<file path="src/hdl/pasc_pkg.sv">
package pasc_pkg;

	localparam logic [7:0] ADDR_ALERT_ENABLE_EXT   = 8'h32;
	localparam logic [7:0] ADDR_PIN_FUNCTION_CFG   = 8'h33;
	localparam logic [7:0] ADDR_STATUS_EXT         = 8'h40;
	localparam logic [7:0] ADDR_PIN_THREE_OUT_CTRL = 8'h42;

	localparam logic [7:0] RST_ALERT_ENABLE_EXT = 8'h00;
	localparam logic [7:0] RST_PIN_FUNCTION_CFG = 8'h00;
	localparam logic [7:0] RST_PIN_THREE_CTRL   = 8'h00;

	localparam int AE_CONV_DONE  = 7;
	localparam int AE_PIN_ONE    = 6;
	localparam int AE_PIN_TWO    = 5;
	localparam int AE_STUCK_WAKE = 3;
	localparam int AE_ENERGY_OVF = 2;
	localparam int AE_CHARGE_OVF = 1;
	localparam int AE_TIME_OVF   = 0;

	localparam int PF_ONE_HI    = 7;
	localparam int PF_ONE_LO    = 6;
	localparam int PF_TWO_HI    = 5;
	localparam int PF_TWO_LO    = 4;
	localparam int PF_THREE_HI  = 3;
	localparam int PF_THREE_LO  = 2;
	localparam int PF_TWO_LEVEL = 1;

	localparam int ST_PIN_ONE    = 6;
	localparam int ST_PIN_TWO    = 5;
	localparam int ST_PIN_THREE  = 4;
	localparam int ST_SNAP_BUSY  = 3;
	localparam int ST_ENERGY_OVF = 2;
	localparam int ST_CHARGE_OVF = 1;
	localparam int ST_TIME_OVF   = 0;

	localparam int PC_ALERT_GEN = 7;
	localparam int PC_PULL_DOWN = 6;

	localparam logic [1:0] FN_IN_HIGH = 2'h3;
	localparam logic [1:0] FN_IN_LOW  = 2'h2;
	localparam logic [1:0] FN_OUTPUT  = 2'h1;
	localparam logic [1:0] FN_SPECIAL = 2'h0;

	localparam logic [7:0] BYTE_ZERO = 8'h00;

endpackage

</file>
<file path="src/hdl/pasc_pin_alert_status_control.sv">
// Overview of operation
// - Conversion-done enable bit 7 raises an alert on each finished conversion.
// - Enable bit 6 alerts while pin one input sits at its active level.
// - Enable bit 5 alerts while pin two input sits at its active level.
// - Enable bit 3 alerts on stuck-bus wake-up from shutdown while stuck_bus_wake_enable is high.
// - Enable bit 2 alerts on energy accumulator overflow.
// - Enable bit 1 alerts on charge accumulator overflow.
// - Enable bit 0 alerts on time counter overflow.
// - Pin one field: 11 in high, 10 in low, 01 high-Z, 00 drive low.
// - Pin two field: inputs, 01 output follows bit 1, 00 accumulate gate.
// - Pin three field: inputs, 01 output by control register, 00 alert output.
// - Status bit 6 shows pin one active while configured as input.
// - Status bit 5 shows pin two active, or raw level in accumulate mode.
// - Status bit 4 shows pin three active while configured as input.
// - Status bit 3 shows snapshot conversion busy.
// - Status bits 2..0 show energy, charge, time overflow; live inputs, not reset.
// - Pin three alert output pulls low while alert-generated bit set; sticky.
// - Pin three output pull-down bit drives low when 1, high-Z when 0.
`timescale 1ns/1ps
module pasc_pin_alert_status_control
	import pasc_pkg::*;
(
	input  wire logic       clk,
	input  wire logic       rstn,
	input  wire logic       regWrite,
	input  wire logic       regRead,
	input  wire logic [7:0] regAddr,
	input  wire logic [7:0] regWrData,
	output logic      [7:0] regRdData_ff,
	input  wire logic       convDone,
	input  wire logic       snapshotBusy,
	input  wire logic       stuckBusWake,
	input  wire logic       stuck_bus_wake_enable,
	input  wire logic       energyOvf,
	input  wire logic       chargeOvf,
	input  wire logic       timeOvf,
	input  wire logic       alertFirstBank,
	input  wire logic       pinOneIn,
	input  wire logic       pinTwoIn,
	input  wire logic       pinThreeIn,
	output logic            pinOneOe_ff,
	output logic            pinTwoOe_ff,
	output logic            pinThreeOe_ff,
	output logic            pinOneOut_ff,
	output logic            pinTwoOut_ff,
	output logic            pinThreeOut_ff,
	output logic            accumulateGate_ff
);

	logic [7:0] alertEnableExt_ff;
	logic [7:0] pinFunction_ff;
	logic [7:0] pinThreeCtrl_ff;
	logic [7:0] nxt_alertEnableExt;
	logic [7:0] nxt_pinFunction;
	logic [7:0] nxt_pinThreeCtrl;
	logic [7:0] nxt_regRdData;
	logic [7:0] statusExt;
	logic [1:0] fnOne;
	logic [1:0] fnTwo;
	logic [1:0] fnThree;
	logic       oneActive;
	logic       twoActive;
	logic       threeActive;
	logic       alertRequest;
	logic       nxt_pinOneOe;
	logic       nxt_pinTwoOe;
	logic       nxt_pinThreeOe;
	logic       nxt_accumulateGate;

	always_comb begin
		fnOne   = pinFunction_ff[PF_ONE_HI:PF_ONE_LO];
		fnTwo   = pinFunction_ff[PF_TWO_HI:PF_TWO_LO];
		fnThree = pinFunction_ff[PF_THREE_HI:PF_THREE_LO];
		// An input mode has the high field bit set; the low bit picks active high.
		oneActive   = fnOne[1] & ~(pinOneIn ^ fnOne[0]);
		twoActive   = fnTwo[1] & ~(pinTwoIn ^ fnTwo[0]);
		threeActive = fnThree[1] & ~(pinThreeIn ^ fnThree[0]);
	end

	always_comb begin
		statusExt                = BYTE_ZERO;
		statusExt[ST_PIN_ONE]    = oneActive;
		statusExt[ST_PIN_TWO]    = (fnTwo == FN_SPECIAL) ? pinTwoIn : twoActive;
		statusExt[ST_PIN_THREE]  = threeActive;
		statusExt[ST_SNAP_BUSY]  = snapshotBusy;
		statusExt[ST_ENERGY_OVF] = energyOvf;
		statusExt[ST_CHARGE_OVF] = chargeOvf;
		statusExt[ST_TIME_OVF]   = timeOvf;
	end

	// The first bank's alert arrives already gated by its own enables.
	always_comb begin
		alertRequest = alertFirstBank;
		alertRequest = alertRequest | (alertEnableExt_ff[AE_CONV_DONE] & convDone);
		alertRequest = alertRequest | (alertEnableExt_ff[AE_PIN_ONE] & oneActive);
		alertRequest = alertRequest | (alertEnableExt_ff[AE_PIN_TWO] & twoActive);
		alertRequest = alertRequest
			| (alertEnableExt_ff[AE_STUCK_WAKE] & stuckBusWake & stuck_bus_wake_enable);
		alertRequest = alertRequest | (alertEnableExt_ff[AE_ENERGY_OVF] & energyOvf);
		alertRequest = alertRequest | (alertEnableExt_ff[AE_CHARGE_OVF] & chargeOvf);
		alertRequest = alertRequest | (alertEnableExt_ff[AE_TIME_OVF] & timeOvf);
	end

	always_comb begin
		nxt_alertEnableExt = alertEnableExt_ff;
		nxt_pinFunction    = pinFunction_ff;
		nxt_pinThreeCtrl   = pinThreeCtrl_ff;
		if (regWrite) begin
			unique case (regAddr)
				ADDR_ALERT_ENABLE_EXT: begin
					nxt_alertEnableExt = regWrData;
				end
				ADDR_PIN_FUNCTION_CFG: begin
					nxt_pinFunction = regWrData;
				end
				ADDR_PIN_THREE_OUT_CTRL: begin
					// Only bits 7 and 6 exist; the rest read as zero.
					nxt_pinThreeCtrl = BYTE_ZERO;
					nxt_pinThreeCtrl[PC_ALERT_GEN] = regWrData[PC_ALERT_GEN];
					nxt_pinThreeCtrl[PC_PULL_DOWN] = regWrData[PC_PULL_DOWN];
				end
				default: begin
				end
			endcase
		end
		// A new alert beats a software clear in the same cycle.
		if (alertRequest) begin
			nxt_pinThreeCtrl[PC_ALERT_GEN] = 1'b1;
		end
	end

	always_comb begin
		nxt_regRdData = regRdData_ff;
		if (regRead) begin
			unique case (regAddr)
				ADDR_ALERT_ENABLE_EXT:   nxt_regRdData = alertEnableExt_ff;
				ADDR_PIN_FUNCTION_CFG:   nxt_regRdData = pinFunction_ff;
				ADDR_STATUS_EXT:         nxt_regRdData = statusExt;
				ADDR_PIN_THREE_OUT_CTRL: nxt_regRdData = pinThreeCtrl_ff;
				default:                 nxt_regRdData = BYTE_ZERO;
			endcase
		end
	end

	// All pins are open drain: the output level is always low, only the enable moves.
	always_comb begin
		nxt_pinOneOe       = (fnOne == FN_SPECIAL);
		nxt_pinTwoOe       = (fnTwo == FN_OUTPUT) & pinFunction_ff[PF_TWO_LEVEL];
		nxt_accumulateGate = (fnTwo == FN_SPECIAL) & pinTwoIn;
		unique case (fnThree)
			FN_OUTPUT:  nxt_pinThreeOe = pinThreeCtrl_ff[PC_PULL_DOWN];
			FN_SPECIAL: nxt_pinThreeOe = pinThreeCtrl_ff[PC_ALERT_GEN];
			default:    nxt_pinThreeOe = 1'b0;
		endcase
	end

	always_ff @(posedge clk or negedge rstn) begin
		if (!rstn) begin
			alertEnableExt_ff <= RST_ALERT_ENABLE_EXT;
			pinFunction_ff    <= RST_PIN_FUNCTION_CFG;
			pinThreeCtrl_ff   <= RST_PIN_THREE_CTRL;
			regRdData_ff      <= BYTE_ZERO;
			pinOneOe_ff       <= 1'b0;
			pinTwoOe_ff       <= 1'b0;
			pinThreeOe_ff     <= 1'b0;
			pinOneOut_ff      <= 1'b0;
			pinTwoOut_ff      <= 1'b0;
			pinThreeOut_ff    <= 1'b0;
			accumulateGate_ff <= 1'b0;
		end else begin
			alertEnableExt_ff <= nxt_alertEnableExt;
			pinFunction_ff    <= nxt_pinFunction;
			pinThreeCtrl_ff   <= nxt_pinThreeCtrl;
			regRdData_ff      <= nxt_regRdData;
			pinOneOe_ff       <= nxt_pinOneOe;
			pinTwoOe_ff       <= nxt_pinTwoOe;
			pinThreeOe_ff     <= nxt_pinThreeOe;
			pinOneOut_ff      <= 1'b0;
			pinTwoOut_ff      <= 1'b0;
			pinThreeOut_ff    <= 1'b0;
			accumulateGate_ff <= nxt_accumulateGate;
		end
	end

endmodule

</file>
<file path="config.mk">
export PLATFORM = sky130hd
export DESIGN_NAME = pasc_pin_alert_status_control
export DESIGN_NICKNAME = d
export VERILOG_FILES = /design/src/hdl/pasc_pkg.sv /design/src/hdl/pasc_pin_alert_status_control.sv
export SDC_FILE = /design/constraint.sdc
export NUM_CORES = 1
export LEC_CHECK = 0
export BUFFER_PORTS_ARGS = -buffer_cell sky130_fd_sc_hd__buf_4
export CELL_PAD_IN_SITES_DETAIL_PLACEMENT = 1
export CELL_PAD_IN_SITES_GLOBAL_PLACEMENT = 1
export CORE_ASPECT_RATIO = 0.75
export CORE_MARGIN = 4
export CORE_UTILIZATION = 35
export DETAILED_ROUTE_END_ITERATION = 7
export HOLD_SLACK_MARGIN = 0.03
export PLACE_DENSITY_LB_ADDON = 0.08
export SLEW_MARGIN = 20
export SYNTH_ARGS = -nofsm -noshare
export SYNTH_HDL_FRONTEND = slang
export SYNTH_SLANG_ARGS = --single-unit
</file>
<file path="constraint.sdc">
create_clock -name clk -period 1.2 [get_ports clk]
set_input_delay 0.06 -clock clk [delete_from_list [all_inputs] [get_ports clk]]
set_output_delay 0.06 -clock clk [all_outputs]
set_load 0.02 [all_outputs]
</file>
# Word level (Yosys, flattened, before mapping)
# Cells that the tools add are included.
# classes
eq_ne	6
muxes	6
bitwise	26
n_reduce_logical	9
# ops
operator	count
$pmux 8 s4	1
$eq 8x6->1 const B	2
$eq 8x7->1 const B	2
$mux 8	2
$and 1x1->1	13
$reduce_and 2->1	4
$or 1x1->1	7
$logic_not 2->1	3
$eq 2x1->1 const B	2
$reduce_bool 2->1	2
$not 1->1	3
$xor 1x1->1	3
$mux 1	2
$pmux 1 s2	1
# totals
register_bits	30
output_inout_bits	15

# Logic depth before layout (Yosys ltp)
# Gate-level depths: netlist of the first run.
# depth
ltp_word	12
ltp_mapped	5
depth_no_buf	4

# Least setup slack after synthesis of the first run
# Ideal clock, no wire load.
# synth_timing
path_type	in2reg
start	input regAddr[4]
end	register pinThreeCtrl_ff[6]
setup_ns	0.125
arrival_ns	1.275
setup_slack_ns	-0.200
stages	3
n_path_buf	0
path_cell_list	or4b_4 -> or3_4 -> mux2_4
# synth_between
elab_chain_cells	2
# synth_rtl
element	line	source
from (decl)	pasc_pin_alert_status_control.sv:27	input wire logic [7:0] regAddr,
$eq 8x7->1	pasc_pin_alert_status_control.sv:109	unique case (regAddr)
$reduce_and 2->1 (no line)	--	
to (signal assigned)	pasc_pin_alert_status_control.sv:173	pinThreeCtrl_ff <= nxt_pinThreeCtrl;
to (decl)	pasc_pin_alert_status_control.sv:52	logic [7:0] pinThreeCtrl_ff;
# No other way between the ends.
# A chain may end at the register's enable or synchronous reset.

# Worst setup path after layout of the first run
# layout_timing
start	register alertEnableExt_ff[2]
end	register pinThreeCtrl_ff[7]
# layout_between
elab_chain_cells	6
word_cells_on_any_way	8
cone_classes	1 x mux; 4 x bitwise; 3 x reduce/logical
# layout_rtl
element	line	source
from (decl)	pasc_pin_alert_status_control.sv:50	logic [7:0] alertEnableExt_ff;
from (signal assigned)	pasc_pin_alert_status_control.sv:171	alertEnableExt_ff <= nxt_alertEnableExt;
$and 1x1->1 *	pasc_pin_alert_status_control.sv:99	alertRequest = alertRequest | (alertEnableExt_ff[AE_ENERGY_OVF] & energyOvf);
$or 1x1->1 *	pasc_pin_alert_status_control.sv:99	
$or 1x1->1 *	pasc_pin_alert_status_control.sv:100	alertRequest = alertRequest | (alertEnableExt_ff[AE_CHARGE_OVF] & chargeOvf);
$or 1x1->1 *	pasc_pin_alert_status_control.sv:101	alertRequest = alertRequest | (alertEnableExt_ff[AE_TIME_OVF] & timeOvf);
$reduce_bool 2->1 (no line)	--	
$reduce_and 2->1 (no line)	--	
# Every way passes the cells marked *; elsewhere a longest branch is shown, timed or not.

==> flow_metrics.tcl, run 1 <==
set metrics [dict create \
    coreArea_sq_um 4029 \
    clock-root-buffer "clkbuf_8" \
    cts.sinks 30 \
    min_path_cells 2 \
    htree_num_levels 2 \
    maxCapViolations 0 \
    ant_nets 0 \
    die_area_sq_um 5268 \
    criticalPathCategory "flop to flop" \
    rr_worst_depth 5 \
    firstDrtPassIters 4 \
    outcome "finished with violations" \
    yosys-top-cells-area "dfrtp_1 52%, mux2_2 19%, o2bb2ai_1 4.2%" \
    fillers 424 \
    period_share_pct 124.6 \
    cts-buffers-inserted 5 \
    rows 20 \
    setup-tns-final_ps -305.3 \
    rsz0062_at_grt "yes" \
    fin_ws_ps -294.6 \
    synth_commonest_cells "30 x dfrtp_1, 24 x mux2_2, 7 x o2bb2ai_1, 6 x a22oi_1" \
    start_util_pct 36.15 \
    syn_area_per_cell_sq_um 13.00 \
    powerDensity_nw_per_um2 1095 \
    start_kind "flop" \
    track_usage_pct 17.37 \
    timing.rr.start "alertEnableExt_ff[2]" \
    place_congestion 0.7667 \
    crit_path_end_kind "flop" \
    finClkSkew_ps 4.134 \
    path_max_fanout 2 \
    hold_violations 0 \
    ios 46 \
    drc_errors 0 \
    antenna_found_initial 0 \
    wl_per_cell_microns 17.75 \
    synth_most_common_cell "dfrtp_1" \
    dpl_cell_area_sq_um 1931 \
    yosys_warnings 0 \
    holdPathEnd "pinFunction_ff[2]" \
    dieWidth_microns 82.49 \
    grt_pass1_vias 1341 \
    critPathMaxStageDelay_ps 470 \
    clock_latency_ps 280 \
    vias 1207 \
    antenna_cells 0 \
    synth_area_leader_cell "dfrtp_1" \
    io_buffers 42 \
    cp_num_buf_inv 1 \
    period_minus_slack_ps 1495 \
    drt_iter0_markers 31 \
    synthesis.area_sq_um 1456 \
    path_cells "a222oi_1 > buf_4 > nand3_2 > a31oi_4 > nand3_1" \
    peakVddDrop_mv 0.5882 \
    rrSetupSlack_ps -290 \
    grt_pass1_wl_microns 6796 \
    critPathArrivalTime_ps 1650 \
    netlist_instances 112 \
    routed_wl_microns 4189 \
    hpwlAfterDp_microns 3057 \
    fin_nets 212 \
    synth_edf_count 0 \
    die_h_microns 63.87 \
    failed_checks "negative setup slack" \
    via_per_inst 5.114 \
    cpLargestDelayFamily "compound AO/OA/AOI/OAI gates" \
    drv_slew 0 \
    async_reset_ff_share_pct 100.0 \
    grt_overflow 0 \
    final_cell_area_sq_um 2218 \
    grt_max_degree 31 \
    yosysUniqueCellTypes 30 \
    setup_viol 2 \
    fmax_ghz 0.6691 \
    cts_tree "yes" \
    clk_path_buf_depth 2 \
    power_leakage_nw 1.031 \
    slowest_stage "a222oi_1" \
    synth_top_area_share_pct 51.55 \
    ys_seq_elements 30 \
    clk_pin_slew_worst_paths_ps 60 \
    rr_endpoint "pinThreeCtrl_ff[7]" \
    ys.flop_type "dfrtp_1" \
    hp-class "primary input to flop" \
    syn_to_final_growth_pct 52.32 \
    ys_seq_area_share_pct 51.55 \
    hold_start "regWrData[2]" \
    required_ps 1360 \
    drive_above_1_share_pct 58.01 \
]
-- worst max path at each step --
stage / endpoint / startpoint / slack, ps / cells past startpoint
5_1_grt: pinThreeCtrl_ff[7] / alertEnableExt_ff[2] / -380 / 5
2_1_floorplan: pinThreeCtrl_ff[6] / regAddr[0] / -170 / 3
3_5_place_dp: pinThreeCtrl_ff[7] / alertEnableExt_ff[2] / -380 / 5
3_3_place_gp: pinThreeCtrl_ff[7] / alertEnableExt_ff[2] / -320 / 5
6_report: pinThreeCtrl_ff[7] / alertEnableExt_ff[2] / -290 / 5
4_1_cts: pinThreeCtrl_ff[7] / alertEnableExt_ff[2] / -280 / 5
-- layer usage --
metal / vias to the layer above / track usage [%] / share of wire (%)
li1: 562 / - / -
met1: 603 / 23.45 / 45
met2: 38 / 27.20 / 48
met3: 4 / 4.648 / 5.6
met4: 0 / 4.772 / 0.62
met5: - / 0 / 0
-- cells in the final DEF (no fill, tap or decap), drive strengths merged --
| cell | count |
|---|---|
| buf | 59 |
| dfrtp | 30 |
| mux2 | 25 |
| o2bb2ai | 7 |
| clkbuf | 6 |
| dlygate4sd3 | 6 |
| a22oi | 6 |
| nand3 | 5 |
| nor2 | 4 |
| xnor2 | 4 |
| a32oi | 4 |
| mux2i | 3 |
| nand2 | 3 |
| conb | 3 |
| nor4 | 2 |
| or4b | 2 |
| nor3b | 1 |
| clkinv | 1 |
| and4 | 1 |
| o21ai | 1 |
| or4 | 1 |
| nand3b | 1 |
| inv | 1 |
| or3 | 1 |
| a222oi | 1 |
| a21oi | 1 |
| a31oi | 1 |
| bufinv | 1 |
-- layout make-up --
cell class,instances,area (sq um),area share [%]
multi-input cells,77,755.7,34.07
flip-flops and latches,30,752.0,33.90
repair buffers,65,521.8,23.52
clock buffers,6,82.58,3.723
well taps,55,68.82,3.102
clock inverters,1,30.03,1.354
inverters,2,7.507,0.3384
-- worst register-to-register path, stage by stage (launching register included) --
cell and delay [ps]:
dfrtp_1 380, a222oi_1 480, buf_4 190, nand3_2 70, a31oi_4 160, nand3_1 90
-- per-stage QoR --
stage / worst slack (ps) / power, mW / hold WS, ps / std cells / utilization, %
final: -294.6 / 2.430 / 36.90 / 236 / 55.06
after global routing: -383.6 / 2.540 / 34.10 / 236 / 55.06
after CTS: -280.7 / 2.446 / 31.43 / 236 / 54.44
after detailed placement: -375.2 / 1.376 / 9.230 / 220 / 47.92
after global placement: -321.6 / 1.365 / 10.43 / 220 / 47.92
after floorplan: -165.1 / 1.202 / -235.6 / 114 / -
-- flip-flops by register name (all words and copies together) (netlist names) --
register           cells
alertEnableExt_ff      8
pinFunction_ff         8
regRdData_ff           8
pinThreeCtrl_ff        2
accumulateGate_ff      1
pinOneOe_ff            1
pinThreeOe_ff          1
pinTwoOe_ff            1
-- where the power goes --
| group | leakage, nW | internal [mW] | switching (mW) |
|---|---|---|---|
| combinational | 0.576 | 0.182 | 0.147 |
| sequential | 0.398 | 1.05 | 0.0278 |
| clock | 0.0573 | 0.663 | 0.362 |
| total | 1.03 | 1.89 | 0.536 |
-- timing repair --
action                                  in CTS  in global routing
hold buffers                                 6                  0
gates resized for setup                     14                  4
pin swaps                                   11                  3
endpoints found under the hold margin       38                  0
buffers inserted                             3                  0
endpoints found under the setup margin      12                  9
-- cell families after synthesis --
logic type	Yosys count	synth area share, %
AO/OA/AOI/OAI	21	11.51
XOR/XNOR	4	2.405
multiplexers	28	21.65
AND/OR/NAND/NOR	21	9.794
buffers and inverters	7	2.834
flip-flops	30	51.55
other	1	0.2575
Power figures use the tool's default switching activity.
==> inputs of run 2 (changes only) <==
Settings changed: CORE_UTILIZATION 35 to 39, SLEW_MARGIN 20 to 30.
Clock period 1.2 ns to 1.61 ns, I/O delays scaled along.
==> run 2 against run 1 <==
Compared with the run above: the run now ends clean; critical path depth decreased by 1; global-route usage is 0.75 points higher; utilization increased by 1.2 points; sequential share of layout area up 4.8 points; wire length fell by 8.5%; final cell count shrank 9.7%; fmax rose by 1.7%; count of clock-buffer cells in the layout stayed put; combinational power decreased by 42%; critical path type unchanged.
==> flow_metrics.tcl, run 2 (synthesis results as in run 1) <==
set metrics [dict create \
    wl_per_cell_microns 18.00 \
    die_h_microns 60.92 \
    fmax_ghz 0.6807 \
    start_util_pct 42.27 \
    clock-root-buffer "clkbuf_8" \
    finClkSkew_ps 4.673 \
    coreArea_sq_um 3446 \
    layout_commonest_cell "buf_4" \
    cts_setup_buffers 0 \
    die_area_sq_um 4786 \
    worstMarginPinSlew_ps 610.6 \
    start_kind "flop" \
    dieWidth_microns 78.56 \
    cts_resized 0 \
    outcome "finished clean" \
    firstDrtPassIters 4 \
    crit_path_end_kind "flop" \
    drv_slew 0 \
    track_usage_pct 18.12 \
    drc_errors 0 \
    grt_pass1_wl_microns 6396 \
    path_max_fanout 3 \
    top_regs "alertEnableExt_ff: 8 flops, pinFunction_ff: 8 flops, regRdData_ff: 8 flops" \
    power_leakage_nw 0.9066 \
    routed_wl_microns 3835 \
    place_congestion 0.7798 \
    path_common_cell "nand3_1" \
    fillers 368 \
    htree_num_levels 2 \
    finalPower_mw 1.588 \
    peakVddDrop_mv 0.4183 \
    via_per_inst 5.347 \
    slowest_stage "a222oi_1" \
    rows 18 \
    antenna_cells 0 \
    layout_common_cells "47 x buf_4, 30 x dfrtp_1, 24 x mux2_2" \
    clk_pin_slew_worst_paths_ps 60 \
    period_minus_slack_ps 1469 \
    grt_overflow 0 \
    criticalPathCategory "flop to flop" \
    fin_nets 195 \
    vias 1139 \
    syn_to_final_growth_pct 33.08 \
    path_cells "a222oi_1 > nand3_1 > a31oi_1 > nand3_1" \
    drive_above_1_share_pct 50.92 \
    required_ps 1770 \
    ant_nets 0 \
    cts.sinks 30 \
    cts-buffers-inserted 5 \
    io_buffers 42 \
    cts_tree "yes" \
    drt_iter0_markers 48 \
    setup_viol 0 \
    hpwlAfterDp_microns 2867 \
    relSlewSlack_pct 59.02 \
    grt_max_degree 31 \
    period_share_pct 91.25 \
    hold_violations 0 \
    maxCapViolations 0 \
    powerDensity_nw_per_um2 819.6 \
    ios 46 \
    critPathArrivalTime_ps 1630 \
    hp-class "primary input to flop" \
    clk_path_buf_depth 2 \
    critPathMaxStageDelay_ps 510 \
    grt_pass1_vias 1301 \
    antenna_found_initial 0 \
    setup-tns-final_ps 0 \
    rsz0062_at_grt "no" \
    clock_latency_ps 280 \
]
-- run 2: cell types whose count changed in the layout (fill, tap and decap cells not counted), moves of 2 or more --
cell / previous run / this run
buf_4: 54 / 47
buf_6: 5 / 0
dlygate4sd3_1: 6 / 1
o2bb2ai_1: 5 / 7
o2bb2ai_2: 2 / 0
-- run 2: cell type report --
class / count / area, sq um / share of cell area, %
multi-input cells: 77 / 671.9 / 34.67
clock buffers: 6 / 82.58 / 4.261
well taps: 50 / 62.56 / 3.228
flip-flops and latches: 30 / 750.7 / 38.73
repair buffers: 48 / 362.8 / 18.72
inverters: 2 / 7.507 / 0.3873
-- run 2: repair_timing --
action | in CTS | in global routing
hold buffers | 1 | 0
endpoints found under the hold margin | 30 | 0
setup endpoints to repair | 0 | 0
-- run 2: power by group --
group          internal (mW)  switching (mW)
combinational          0.103          0.0892
clock                  0.329           0.264
sequential             0.781          0.0227
total                   1.21           0.376
-- run 2: final timing paths --
check                                      from                   end  slack [ps]  depth (start not counted)
min reg2reg                   pinFunction_ff[3]         pinThreeOe_ff         500                          1
max                        alertEnableExt_ff[2]    pinThreeCtrl_ff[7]         140                          4
min                                regWrData[5]  alertEnableExt_ff[5]          40                          2
min in group asynchronous                  rstn       regRdData_ff[0]         270                          2
max in group asynchronous                  rstn    pinThreeCtrl_ff[6]        1060                          2
max reg2reg                alertEnableExt_ff[2]    pinThreeCtrl_ff[7]         140                          4
-- run 2: through the flow --
step / hold WS, ps / util (%) / setup WS, ps / cells / instance area (sq um)
global route: 41.42 / 56.25 / 16.71 / 213 / 1938
finish: 39.58 / 56.25 / 140.9 / 213 / 1938
CTS: 35.15 / 56.25 / 130.9 / 213 / 1938
detailed placement: 35.75 / 53.56 / 35.61 / 206 / 1846
floorplan: -215.1 / - / 189.0 / 114 / 1464
global placement: 31.18 / 53.56 / 57.36 / 206 / 1846
-- run 2: worst max-delay path, delay by kind of cell, from the launching register on --
family	cells	cell delay, ps
compound gates	2	730
flops	1	390
simple gates	2	240
-- run 2: routing by layer --
| metal | wire, microns | vias up | track usage, % | part of all wire [%] |
|---|---|---|---|---|
| met5 | 0 | - | 0 | 0 |
| met4 | 59 | 0 | 9.227 | 1.5 |
| met3 | 260 | 8 | 4.896 | 6.8 |
| met2 | 1703 | 51 | 27.33 | 44 |
| met1 | 1811 | 557 | 24.33 | 47 |
| li1 | - | 523 | - | - |
